File: config.mk
export PLATFORM = sky130hd
export DESIGN_NAME = word_xfer_unit
export DESIGN_NICKNAME = d
export VERILOG_FILES = /design/src/core/word_xfer_pkg.sv /design/src/core/word_xfer_step.sv /design/src/core/word_xfer_unit.sv
export SDC_FILE = /design/constraint.sdc
export NUM_CORES = 1
export LEC_CHECK = 0
export ABC_AREA = 1
export BUFFER_PORTS_ARGS = -buffer_cell sky130_fd_sc_hd__buf_2
export CORE_MARGIN = 1
export CORE_UTILIZATION = 40
export CTS_CLUSTER_SIZE = 30
export DETAILED_ROUTE_END_ITERATION = 6
export PLACE_DENSITY = 0.61
export SETUP_SLACK_MARGIN = 0.15
export SLEW_MARGIN = 30
export SYNTH_ARGS = -nofsm -noshare
export SYNTH_HDL_FRONTEND = slang
export SYNTH_HIERARCHICAL = 1
export SYNTH_SLANG_ARGS = --single-unit
File: constraint.sdc
create_clock -name mclk -period 3.96 [get_ports mclk]
set_input_delay 0.396 -clock mclk [delete_from_list [all_inputs] [get_ports mclk]]
set_output_delay 0.396 -clock mclk [all_outputs]
set_load 0.005 [all_outputs]
File: src/core/word_xfer_pkg.sv
// Purpose: Shared types and constants for the word transfer instruction unit
// Assumes: 16-bit words, linear register memory addressed by word
// Notes: Operation codes are one-hot encoded
package word_xfer_pkg;
  localparam int WORD_W = 16;
  localparam int ADDR_W = 16;
  localparam int SIZE_W = 11;
  localparam logic [SIZE_W-1:0] TABLE_MIN = 11'h001;
  localparam logic [SIZE_W-1:0] TABLE_MAX = 11'h400;
  localparam logic [ADDR_W-1:0] ADDR_ZERO = 16'h0000;
  localparam logic [ADDR_W-1:0] ADDR_ONE = 16'h0001;
  localparam logic [SIZE_W-1:0] CNT_ZERO = 11'h000;
  localparam logic [SIZE_W-1:0] CNT_ONE = 11'h001;
  localparam logic [SIZE_W-1:0] CNT_TWO = 11'h002;
  localparam logic [WORD_W-1:0] WORD_ZERO = 16'h0000;

  typedef enum logic [7:0] {
    OP_WORD_MOVE = 8'h01,
    OP_DOUBLE_WORD_MOVE = 8'h02,
    OP_INVERT_MOVE = 8'h04,
    OP_WORD_SWAP = 8'h08,
    OP_TABLE_FILL = 8'h10,
    OP_TABLE_COPY = 8'h20,
    OP_TABLE_INVERT_COPY = 8'h40,
    OP_INDEX_LOAD = 8'h80
  } xfer_op_t;

  typedef struct packed {
    xfer_op_t op;
    logic srcIsConst;
    logic [WORD_W-1:0] constVal;
    logic [ADDR_W-1:0] srcAddr;
    logic [ADDR_W-1:0] dstAddr;
    logic srcIndexed;
    logic dstIndexed;
    logic [SIZE_W-1:0] tableSize;
  } xfer_cmd_t;

  typedef struct packed {
    logic wrEn;
    logic [ADDR_W-1:0] addr;
    logic [WORD_W-1:0] data;
  } mem_wr_t;
endpackage

File: src/core/word_xfer_step.sv
// Purpose: Combinational step helper, computes word address and data transform
// Assumes: Used by the sequencer for every memory access it makes
// Notes: Address wraps modulo the memory size
`timescale 1ns/1ps
`default_nettype none
module word_xfer_step (
  input wire logic [word_xfer_pkg::ADDR_W-1:0] base,
  input wire logic [word_xfer_pkg::ADDR_W-1:0] offset,
  input wire logic [word_xfer_pkg::ADDR_W-1:0] indexVal,
  input wire logic useIndex,
  input wire logic [word_xfer_pkg::WORD_W-1:0] dataIn,
  input wire logic invert,
  output logic [word_xfer_pkg::ADDR_W-1:0] addr,
  output logic [word_xfer_pkg::WORD_W-1:0] dataOut
);
  import word_xfer_pkg::*;
  // Base plus optional index plus element offset
  always_comb
  begin
    addr = base + offset + (useIndex ? indexVal : ADDR_ZERO);
    dataOut = invert ? ~dataIn : dataIn;
  end
endmodule // word_xfer_step
`default_nettype wire

File: src/core/word_xfer_unit.sv
// Purpose: Sequencer executing word, double-word, swap and table transfers
// Assumes: One-cycle-latency synchronous read port on the register memory
// Notes: One word moves per read/write pair; done pulses when finished
//
// How it works
// - Index load stores source word to index; indexed operand is base plus index.
// - Double-word move copies source pair into destination pair when enabled.
// - Double-word data is treated as full signed 32-bit, moved bit-exact.
// - Input off means no execution and output off; on executes, output on.
// - Inverted move writes complement of a register source word to destination; a constant source is written unchanged.
// - Table fill writes one source value into n consecutive destination words.
// - Table size must be 1 to 1024; otherwise nothing runs.
// - Table copy moves n consecutive source words to n destination words.
// - Overlapping copy picks its direction from the base addresses, so it stays correct unless only one operand is indexed.
// - Table invert copy writes complement of each register source word to destination; a constant source is written unchanged.
// - Pair holds upper half at base plus one, lower half at base.
// - Plain move stores register or constant source into destination.
`timescale 1ns/1ps
`default_nettype none
module word_xfer_unit (
  input wire logic mclk,
  input wire logic rst,
  input wire logic rungIn,
  input wire logic start,
  input wire word_xfer_pkg::xfer_cmd_t cmd,
  output logic rdEn,
  output logic [word_xfer_pkg::ADDR_W-1:0] rdAddr,
  input wire logic [word_xfer_pkg::WORD_W-1:0] rdData,
  output word_xfer_pkg::mem_wr_t memWr,
  output logic busy,
  output logic done,
  output logic rungOut,
  output logic sizeError,
  output logic [word_xfer_pkg::ADDR_W-1:0] indexOut
);
  import word_xfer_pkg::*;

  typedef enum logic [4:0] {
    ST_IDLE = 5'h01,
    ST_READ = 5'h02,
    ST_WAIT = 5'h04,
    ST_WRITE = 5'h08,
    ST_SWAP2 = 5'h10
  } state_t;

  state_t state_reg;
  xfer_cmd_t cmd_reg;
  logic [SIZE_W-1:0] count_reg;
  logic [SIZE_W-1:0] total_reg;
  logic descend_reg;
  logic [ADDR_W-1:0] srcOff;
  logic [ADDR_W-1:0] index_reg;
  logic [ADDR_W-1:0] elemOff;
  logic [ADDR_W-1:0] srcAddrW;
  logic [ADDR_W-1:0] dstAddrW;
  logic [WORD_W-1:0] xformData;
  logic invertSel;
  logic sizeOk;
  logic isTable;
  logic overlapDown;

  // Table ops need a legal size
  function automatic logic is_table_op(input xfer_op_t op);
    is_table_op = (op == OP_TABLE_FILL) || (op == OP_TABLE_COPY) ||
                  (op == OP_TABLE_INVERT_COPY);
  endfunction

  // Number of ST_WRITE passes each op makes; swap exchanges two words in one pass
  function automatic logic [SIZE_W-1:0] op_words(input xfer_cmd_t c);
    if (is_table_op(c.op))
      op_words = c.tableSize;
    else if (c.op == OP_DOUBLE_WORD_MOVE)
      op_words = CNT_TWO;
    else
      op_words = CNT_ONE;
  endfunction

  assign isTable = is_table_op(cmd.op);
  assign sizeOk = (cmd.tableSize >= TABLE_MIN) && (cmd.tableSize <= TABLE_MAX);
  // copy high to low when destination sits above an overlapping source
  assign overlapDown = (cmd.dstAddr > cmd.srcAddr);

  // Element offset follows the chosen direction
  always_comb
  begin
    if (descend_reg)
      elemOff = {{(ADDR_W-SIZE_W){1'b0}}, total_reg - CNT_ONE - count_reg};
    else
      elemOff = {{(ADDR_W-SIZE_W){1'b0}}, count_reg};
  end

  assign invertSel = (cmd_reg.op == OP_INVERT_MOVE) ||
                     (cmd_reg.op == OP_TABLE_INVERT_COPY);

  assign srcOff = (cmd_reg.op == OP_TABLE_FILL) ? ADDR_ZERO : elemOff;

  word_xfer_step srcStep (
    .base(cmd_reg.srcAddr),
    .offset(srcOff),
    .indexVal(index_reg),
    .useIndex(cmd_reg.srcIndexed),
    .dataIn(rdData),
    .invert(invertSel),
    .addr(srcAddrW),
    .dataOut(xformData)
  );

  word_xfer_step dstStep (
    .base(cmd_reg.dstAddr),
    .offset(elemOff),
    .indexVal(index_reg),
    .useIndex(cmd_reg.dstIndexed),
    .dataIn(WORD_ZERO),
    .invert(1'b0),
    .addr(dstAddrW),
    .dataOut()
  );

  ////////////////////////////////////////////////////////////////////////
  // Sequencer
  // start only with rung on
  always_ff @(posedge mclk)
  begin
    if (rst)
    begin
      state_reg <= ST_IDLE;
      cmd_reg <= '0;
      count_reg <= CNT_ZERO;
      total_reg <= CNT_ZERO;
      descend_reg <= 1'b0;
    end
    else
    begin
      case (state_reg)
        ST_IDLE:
        begin
          if (start && rungIn && (!isTable || sizeOk))
          begin
            cmd_reg <= cmd;
            count_reg <= CNT_ZERO;
            total_reg <= op_words(cmd);
            descend_reg <= (cmd.op == OP_TABLE_COPY ||
                            cmd.op == OP_TABLE_INVERT_COPY) && overlapDown;
            if (cmd.srcIsConst && (cmd.op != OP_WORD_SWAP))
              state_reg <= ST_WRITE;
            else
              state_reg <= ST_READ;
          end
        end
        ST_READ:
          state_reg <= ST_WAIT;
        ST_WAIT:
        begin
          if (cmd_reg.op == OP_WORD_SWAP)
            state_reg <= ST_SWAP2;
          else
            state_reg <= ST_WRITE;
        end
        ST_SWAP2:
          state_reg <= ST_WRITE;
        ST_WRITE:
        begin
          if (count_reg + CNT_ONE >= total_reg)
            state_reg <= ST_IDLE;
          else
          begin
            count_reg <= count_reg + CNT_ONE;
            if (cmd_reg.srcIsConst)
              state_reg <= ST_WRITE;
            else
              state_reg <= ST_READ;
          end
        end
        default:
          state_reg <= ST_IDLE;
      endcase
    end
  end

  ////////////////////////////////////////////////////////////////////////
  // Read port and held word
  always_ff @(posedge mclk)
  begin
    if (rst)
    begin
      rdEn <= 1'b0;
      rdAddr <= ADDR_ZERO;
    end
    else
    begin
      rdEn <= 1'b0;
      if (state_reg == ST_READ)
      begin
        rdEn <= 1'b1;
        rdAddr <= srcAddrW;
      end
      else if (state_reg == ST_WAIT && cmd_reg.op == OP_WORD_SWAP)
      begin
        rdEn <= 1'b1;
        rdAddr <= dstAddrW;
      end
    end
  end

  ////////////////////////////////////////////////////////////////////////
  // Write port
  always_ff @(posedge mclk)
  begin
    if (rst)
      memWr <= '0;
    else
    begin
      memWr.wrEn <= 1'b0;
      // first half of swap: destination gets source word
      if (state_reg == ST_SWAP2)
      begin
        memWr.wrEn <= 1'b1;
        memWr.addr <= dstAddrW;
        memWr.data <= rdData;
      end
      // second half of swap: source gets destination word
      else if (state_reg == ST_WRITE && cmd_reg.op == OP_WORD_SWAP)
      begin
        memWr.wrEn <= 1'b1;
        memWr.addr <= srcAddrW;
        memWr.data <= rdData;
      end
      else if (state_reg == ST_WRITE && cmd_reg.op != OP_INDEX_LOAD)
      begin
        // pair copied word by word, base then base plus one
        // complement applied by the step helper
        memWr.wrEn <= 1'b1;
        memWr.addr <= dstAddrW;
        memWr.data <= cmd_reg.srcIsConst ? cmd_reg.constVal : xformData;
      end
    end
  end

  ////////////////////////////////////////////////////////////////////////
  // Index register
  // index load
  always_ff @(posedge mclk)
  begin
    if (rst)
      index_reg <= ADDR_ZERO;
    else if (state_reg == ST_WRITE && cmd_reg.op == OP_INDEX_LOAD)
      index_reg <= cmd_reg.srcIsConst ? cmd_reg.constVal : rdData;
  end

  ////////////////////////////////////////////////////////////////////////
  // Status outputs
  // rung output follows execution
  always_ff @(posedge mclk)
  begin
    if (rst)
    begin
      busy <= 1'b0;
      done <= 1'b0;
      rungOut <= 1'b0;
      sizeError <= 1'b0;
      indexOut <= ADDR_ZERO;
    end
    else
    begin
      done <= (state_reg == ST_WRITE) && (count_reg + CNT_ONE >= total_reg);
      busy <= (state_reg != ST_IDLE) &&
              !((state_reg == ST_WRITE) && (count_reg + CNT_ONE >= total_reg));
      indexOut <= index_reg;
      if (state_reg == ST_WRITE && count_reg + CNT_ONE >= total_reg)
        rungOut <= 1'b1;
      else if (state_reg == ST_IDLE && start)
        rungOut <= rungIn && (!isTable || sizeOk) ? rungOut : 1'b0;
      if (start && state_reg == ST_IDLE)
        sizeError <= rungIn && isTable && !sizeOk;
    end
  end

  ////////////////////////////////////////////////////////////////////////
  // Checks
  // off input never starts work
  AST_OFF_NO_RUN: assert property (@(posedge mclk) disable iff (rst)
    (state_reg == ST_IDLE && start && !rungIn) |=> state_reg == ST_IDLE)
    else $error("started with rung off");
  // bad size gives error, no run
  AST_SIZE_REJECT: assert property (@(posedge mclk) disable iff (rst)
    (state_reg == ST_IDLE && start && rungIn && isTable && !sizeOk)
    |=> (sizeError && state_reg == ST_IDLE))
    else $error("bad table size accepted");
  AST_INVERT: assert property (@(posedge mclk) disable iff (rst)
    (state_reg == ST_WAIT && cmd_reg.op == OP_INVERT_MOVE)
    |=> ##1 (memWr.wrEn && memWr.data == ~$past(rdData)))
    else $error("invert data wrong");
  AST_CONST_MOVE: assert property (@(posedge mclk) disable iff (rst)
    (state_reg == ST_IDLE && start && rungIn && cmd.op == OP_WORD_MOVE && cmd.srcIsConst)
    |=> ##1 (memWr.wrEn && memWr.data == $past(cmd.constVal, 2)))
    else $error("constant move wrong");
  AST_DOUBLE_TWO: assert property (@(posedge mclk) disable iff (rst)
    (state_reg == ST_IDLE && start && rungIn && cmd.op == OP_DOUBLE_WORD_MOVE && !cmd.srcIsConst)
    |-> ##[1:12] done)
    else $error("double move never finished");
  AST_DONE_OUT: assert property (@(posedge mclk) disable iff (rst)
    done |-> rungOut)
    else $error("done without output");
  // swap first write puts source word at destination
  AST_SWAP: assert property (@(posedge mclk) disable iff (rst)
    (state_reg == ST_SWAP2) |=> (memWr.wrEn && memWr.addr == $past(dstAddrW) &&
    memWr.data == $past(rdData)))
    else $error("swap write wrong");
  AST_INDEX: assert property (@(posedge mclk) disable iff (rst)
    (state_reg == ST_WRITE && cmd_reg.op == OP_INDEX_LOAD && cmd_reg.srcIsConst)
    |=> index_reg == $past(cmd_reg.constVal))
    else $error("index not loaded");
  // fill rereads the same source word
  AST_FILL_SRC: assert property (@(posedge mclk) disable iff (rst)
    (state_reg == ST_READ && cmd_reg.op == OP_TABLE_FILL && !cmd_reg.srcIndexed)
    |=> rdAddr == $past(cmd_reg.srcAddr))
    else $error("fill source address moved");
  COV_TABLE_COPY: cover property (@(posedge mclk) done && cmd_reg.op == OP_TABLE_COPY);
  COV_DESCEND: cover property (@(posedge mclk) done && descend_reg);
  COV_SWAP: cover property (@(posedge mclk) done && cmd_reg.op == OP_WORD_SWAP);
endmodule // word_xfer_unit
`default_nettype wire

## Word level (Yosys, flattened, before mapping)

Index checks and enable logic that the tools add are counted.

| word-level totals | value |
|---|---|
| logic and storage cells | 112 |
| register bits | 173 |

| cells by class | value |
|---|---|
| mux-type cells | 28 |
| reductions and logical operators | 30 |
| equality and inequality tests | 20 |
| add/sub/neg operators | 7 |
| bitwise logic cells | 1 |
| magnitude comparators | 4 |

Operator list:

| operator | number |
|---|---|
| $mux W16 | 8 |
| $mux W33 | 3 |
| $add A16 B16 Y16 | 3 |
| $mux W11 | 4 |
| $pmux W5 S5 | 1 |
| $pmux W11 S2 | 1 |
| $add A16 B11 Y16 | 1 |
| $eq A8 B5 Y1 const B | 2 |
| $eq A8 B7 Y1 const B | 2 |
| $gt A16 B16 Y1 | 1 |
| $not A16 Y16 | 1 |
| $logic_and A1 B1 Y1 | 15 |
| $mux W4 | 3 |
| $add A11 B1 Y11 const B | 1 |
| $ge A11 B1 Y1 const B | 1 |
| $ge A11 B11 Y1 | 1 |
| $le A11 B11 Y1 const B | 1 |
| $sub A11 B1 Y11 const B | 1 |
| $sub A11 B11 Y11 | 1 |
| $mux W5 | 2 |
| $eq A8 B2 Y1 const B | 1 |
| $eq A8 B3 Y1 const B | 1 |
| $eq A8 B4 Y1 const B | 1 |
| $eq A8 B6 Y1 const B | 1 |
| other kinds (18) | 33 |

## Depth between registers and ports, before layout

| logic depth | value |
|---|---|
| word-level depth | 9 |
| depth in mapped cells | 26 |

## Modules after synthesis

Netlist, hierarchy kept.

By module, submodules not included:

| module | cells an instance | area an instance (µm²) | instances |
|---|---|---|---|
| word_xfer_unit | 1,289 | 9,101.2 | 1 |
| word_xfer_step (dstStep) | 247 | 1,537.7 | 1 |
| word_xfer_step (srcStep) | 247 | 1,522.7 | 1 |

## Worst setup path after synthesis

No wires, ideal clock.

| path | value |
|---|---|
| kind | reg2reg |
| start point | register count_reg[0] |
| end point | register memWr[30] in the netlist's numbering |
| path buffers | 0 |
| arrival time | 3.440 ns |
| setup time | 0.117 ns |
| slack | 0.403 ns |
| cell stages (with the launch flop) | 27 |
| cells stage by stage | dfxtp_1 inv_1 ha_1 fa_1 nand3_1 and2_1 o21ai_0 nand2_1 nand2_1 nand2_1 nand3_1 nand2_1 nor2_1 fa_1 ha_1 nand2_1 inv_1 nand2_1 nand2_1 a21oi_1 nand2_1 nand2_1 nand2_1 nand2_1 nand2_1 a21oi_2 nor2_1 |

| on the way | value |
|---|---|
| cells in the longest elaborated chain, start to end | 7 |
| elaborated cells between the ends (all ways) | 10 |

Ends and longest elaborated chain:

| element | RTL line | text |
|---|---|---|
| from (decl) | word_xfer_unit.sv:48 | `logic [SIZE_W-1:0] count_reg;` |
| from (signal assigned) | word_xfer_unit.sv:167 | `count_reg <= count_reg + CNT_ONE;` |
| $sub A11 B11 Y11 | word_xfer_unit.sv:87 | `elemOff = {{(ADDR_W-SIZE_W){1'b0}}, total_reg - CNT_ONE - count_reg};` |
| $mux W11 | word_xfer_unit.sv:86 | `if (descend_reg)` |
| $mux W16 | word_xfer_unit.sv:95 | `assign srcOff = (cmd_reg.op == OP_TABLE_FILL) ? ADDR_ZERO : elemOff;` |
| named net srcOff[8] | word_xfer_unit.sv:51 | `logic [ADDR_W-1:0] srcOff;` |
| $add A16 B16 Y16 (2 in a row) | word_xfer_step.sv:20 | `addr = base + offset + (useIndex ? indexVal : ADDR_ZERO);` |
| named net srcAddrW[14] | word_xfer_unit.sv:54 | `logic [ADDR_W-1:0] srcAddrW;` |
| $mux W33 | word_xfer_unit.sv:222 | `else if (state_reg == ST_WRITE && cmd_reg.op == OP_WORD_SWAP)` |
| $mux W33 | word_xfer_unit.sv:215 | `if (state_reg == ST_SWAP2)` |
| to (decl) | word_xfer_unit.sv:29 | `output word_xfer_pkg::mem_wr_t memWr,` |

The timed path passes the listed nets, and every way through them passes these cells. The select of a mux whose other input is x is not followed.
A chain may end at the register's enable or synchronous reset.

## Worst setup path after layout

| path | value |
|---|---|
| start point | register count_reg[4] |
| end point | register memWr[22] in the netlist's numbering |

The elaborated chain is that of the path after synthesis.

==> impl_metrics.env <==
export IMPL_outcome="finished, final reports clean"
export IMPL_synth_area_um2=12010
export IMPL_largest_reg_flops=59
export IMPL_pre_cts_ws_ns=0.1297
export IMPL_rsz0062_at_grt="false"
export IMPL_final_net_count=2109
export IMPL_fillCellCount=3087
export IMPL_combPwrFrac=0.502
export IMPL_totalWireLength_mm=36.96
export IMPL_fin_ws_ns=0.3613
export IMPL_grt_ovfl_total=0
export IMPL_synthCells=1765
export IMPL_start_kind="register"
export IMPL_relSlewSlack=0.4806
export IMPL_finalNonFillerCells=2325
export IMPL_p_total_mw=7.645
export IMPL_busiest_layer="met2"
export IMPL_cts_tree="done"
export IMPL_grt_pass1_vias=10935
export IMPL_wl_per_cell_um=15.89
export IMPL_skew_ns=0.01219
export IMPL_cp_max_fo=4
export IMPL_rows=63
export IMPL_fin_crit_ns=3.599
export IMPL_start_util=0.4063
export IMPL_required_ns=4.34
export IMPL_drt_first_pass_iters=7
export IMPL_hold_viol_final=0
export IMPL_hold_class="input port to register"
export IMPL_antenna_found_initial=1
export IMPL_dp_cells=2291
export IMPL_setup_viol=0
export IMPL_h_tree_depth=4
export IMPL_use_met2=0.3981
export IMPL_cpMaxStageDelayCell="fa_1"
export IMPL_syn2layout_area_growth_pct=18.26
export IMPL_max_slew_worst_pin_slew_ns=0.7792
export IMPL_die_w_um=175.3
export IMPL_intPower_mw=4.263
export IMPL_hold_depth=3
export IMPL_drt_iter0_markers=732
export IMPL_timing_fmax_ghz=0.2779
export IMPL_ff2ff_path_depth=20
export IMPL_drive_gt1_frac=0.2002
export IMPL_switching_share=0.4424
export IMPL_gp_congestion=0.9611
export IMPL_crit_top_cell="nand2_1"
export IMPL_die_h_um=175.3
export IMPL_dp_hpwl_mm=28.29
export IMPL_grt_max_degree=91
export IMPL_clockPowerShare=0.221
export IMPL_root_buffer="clkbuf_16"
export IMPL_crit_type="register to register"
export IMPL_io_buffer_count=159
export IMPL_seqCellArea_um2=3468
export IMPL_fin_setup_tns_ns=0
export IMPL_clock_sinks=173
export IMPL_critPathMaxStageDelay_ns=0.49
export IMPL_clock_latency_ns=0.44
export IMPL_power_density_nw_per_um2=538.3
export IMPL_final_max_slew_violation_count=0
export IMPL_fp_coreArea_um2=29560
export IMPL_dieArea_um2=30720
export IMPL_grt_pass1_wl_mm=57.96
export IMPL_viasPerCell=4.991
export IMPL_fin_util=0.4805
export IMPL_sequentialPowerShare=0.277
export IMPL_drc_errors=0
export IMPL_placed_cell_area_um2=13270
export IMPL_num_vias=11605
export IMPL_cp_cell_sequence="inv_1 > ha_4 > a21oi_1 > a21boi_0 > buf_4 > xor2_1 > nand2_1 > nand2_1 > nor2_1 > fa_1 > ha_4 > nand2_1 > clkinv_1 > nand3_1 > nand2_1 > xor2_1 > nand2_1 > nand2_1 > a21oi_2 > nor2_1"
export IMPL_maxCapViolCount=0
export IMPL_grt_usage=0.2412
export IMPL_finalInstanceArea_um2=14200
export IMPL_cts_inserted_buffers=17
export IMPL_clk_path_buf_depth=2
export IMPL_yosys_warnings=6
export IMPL_synth_area_per_cell_um2=6.804
export IMPL_cp_end_kind="register"
export IMPL_crit_arrival_ns=3.98
export IMPL_post_cts_setup_buffers=0
export IMPL_multi_input_area_um2=7495
export IMPL_antenna_left=0
export IMPL_p_sw_mw=3.382
export IMPL_worst_hold_slack_ns=0.2057
export IMPL_met3_usage=0.03398
export IMPL_path_clk_slew_ns=0.08
export IMPL_finalCritPeriodShare=0.9088
export IMPL_ios=160
export IMPL_ir_drop_mv=0.2872
export IMPL_met1_usage=0.3214
export IMPL_p_leak_nw=7.257
==> cell usage in the layout (no fill, tap or decap), drive strengths merged <==
| cell | instances |
|---|---|
| clkbuf | 17 |
| nand3 | 86 |
| fa | 33 |
| or2 | 3 |
| a21boi | 1 |
| nand3b | 2 |
| o21a | 2 |
| and2 | 3 |
| o22ai | 1 |
| a211oi | 27 |
| o211ai | 15 |
| nand2 | 447 |
| a21oi | 79 |
| a31oi | 19 |
| clkinv | 8 |
| clkinvlp | 2 |
| conb | 10 |
| ha | 66 |
| a21o | 2 |
| o21bai | 4 |
| o21ai | 135 |
| buf | 197 |
| diode | 2 |
| xnor2 | 7 |
| o31ai | 1 |
| nor4 | 1 |
| nand4 | 30 |
| xor2 | 32 |
| dfxtp | 173 |
| nor3 | 16 |
| inv | 290 |
| nor2 | 224 |
==> worst paths after layout <==
kind / slack (ns) / to / from
max reg2reg: 0.36 / memWr[22] / count_reg[4]
max: 0.36 / memWr[22] / count_reg[4]
min: 0.21 / cmd_reg[56] / cmd[56]
min reg2reg: 0.47 / sizeError / sizeError
==> critical path, delay by kind of cell (launching register included) <==
family	cells	cell delay, ns
XOR/XNOR	2	0.48
flip-flops	1	0.42
AND/OR/NAND/NOR	9	0.80
buffers and inverters	3	0.32
AO/OA/AOI/OAI	3	0.43
adder cells (fa/ha/maj)	3	1.09
==> metal layers <==
layer / routed length, µm / up-vias
li1: - / 5881
met1: 17090 / 5388
met2: 17090 / 283
met3: 1553 / 53
met4: 1226 / 0
met5: 0 / -
==> layout make-up <==
cell class / instances / share of cell area
Multi-Input combinational cell: 1246 / 0.5277
Inverter: 285 / 0.07612
Antenna cell: 2 / 0.0003524
Tap cell: 390 / 0.03436
Clock inverter: 15 / 0.01031
Timing Repair Buffer: 197 / 0.07700
Clock buffer: 17 / 0.02995
Sequential cell: 173 / 0.2442
==> timing repair <==
action	CTS	global route
pin swaps	1	12
hold buffers	0	0
endpoints found under the setup margin	7	22
hold endpoints to repair	0	0
gates resized for setup	3	73
==> power groups by stage <==
stage	registers, mW	clock network [mW]	logic (mW)
global placement	2.14	0	3.44
finish	2.11	1.69	3.84
floorplan	2.09	0	2.40
detailed placement	2.14	0	3.48
global route	2.14	1.80	4.27
CTS	2.10	1.73	3.52
Power figures use the tool's default switching activity.
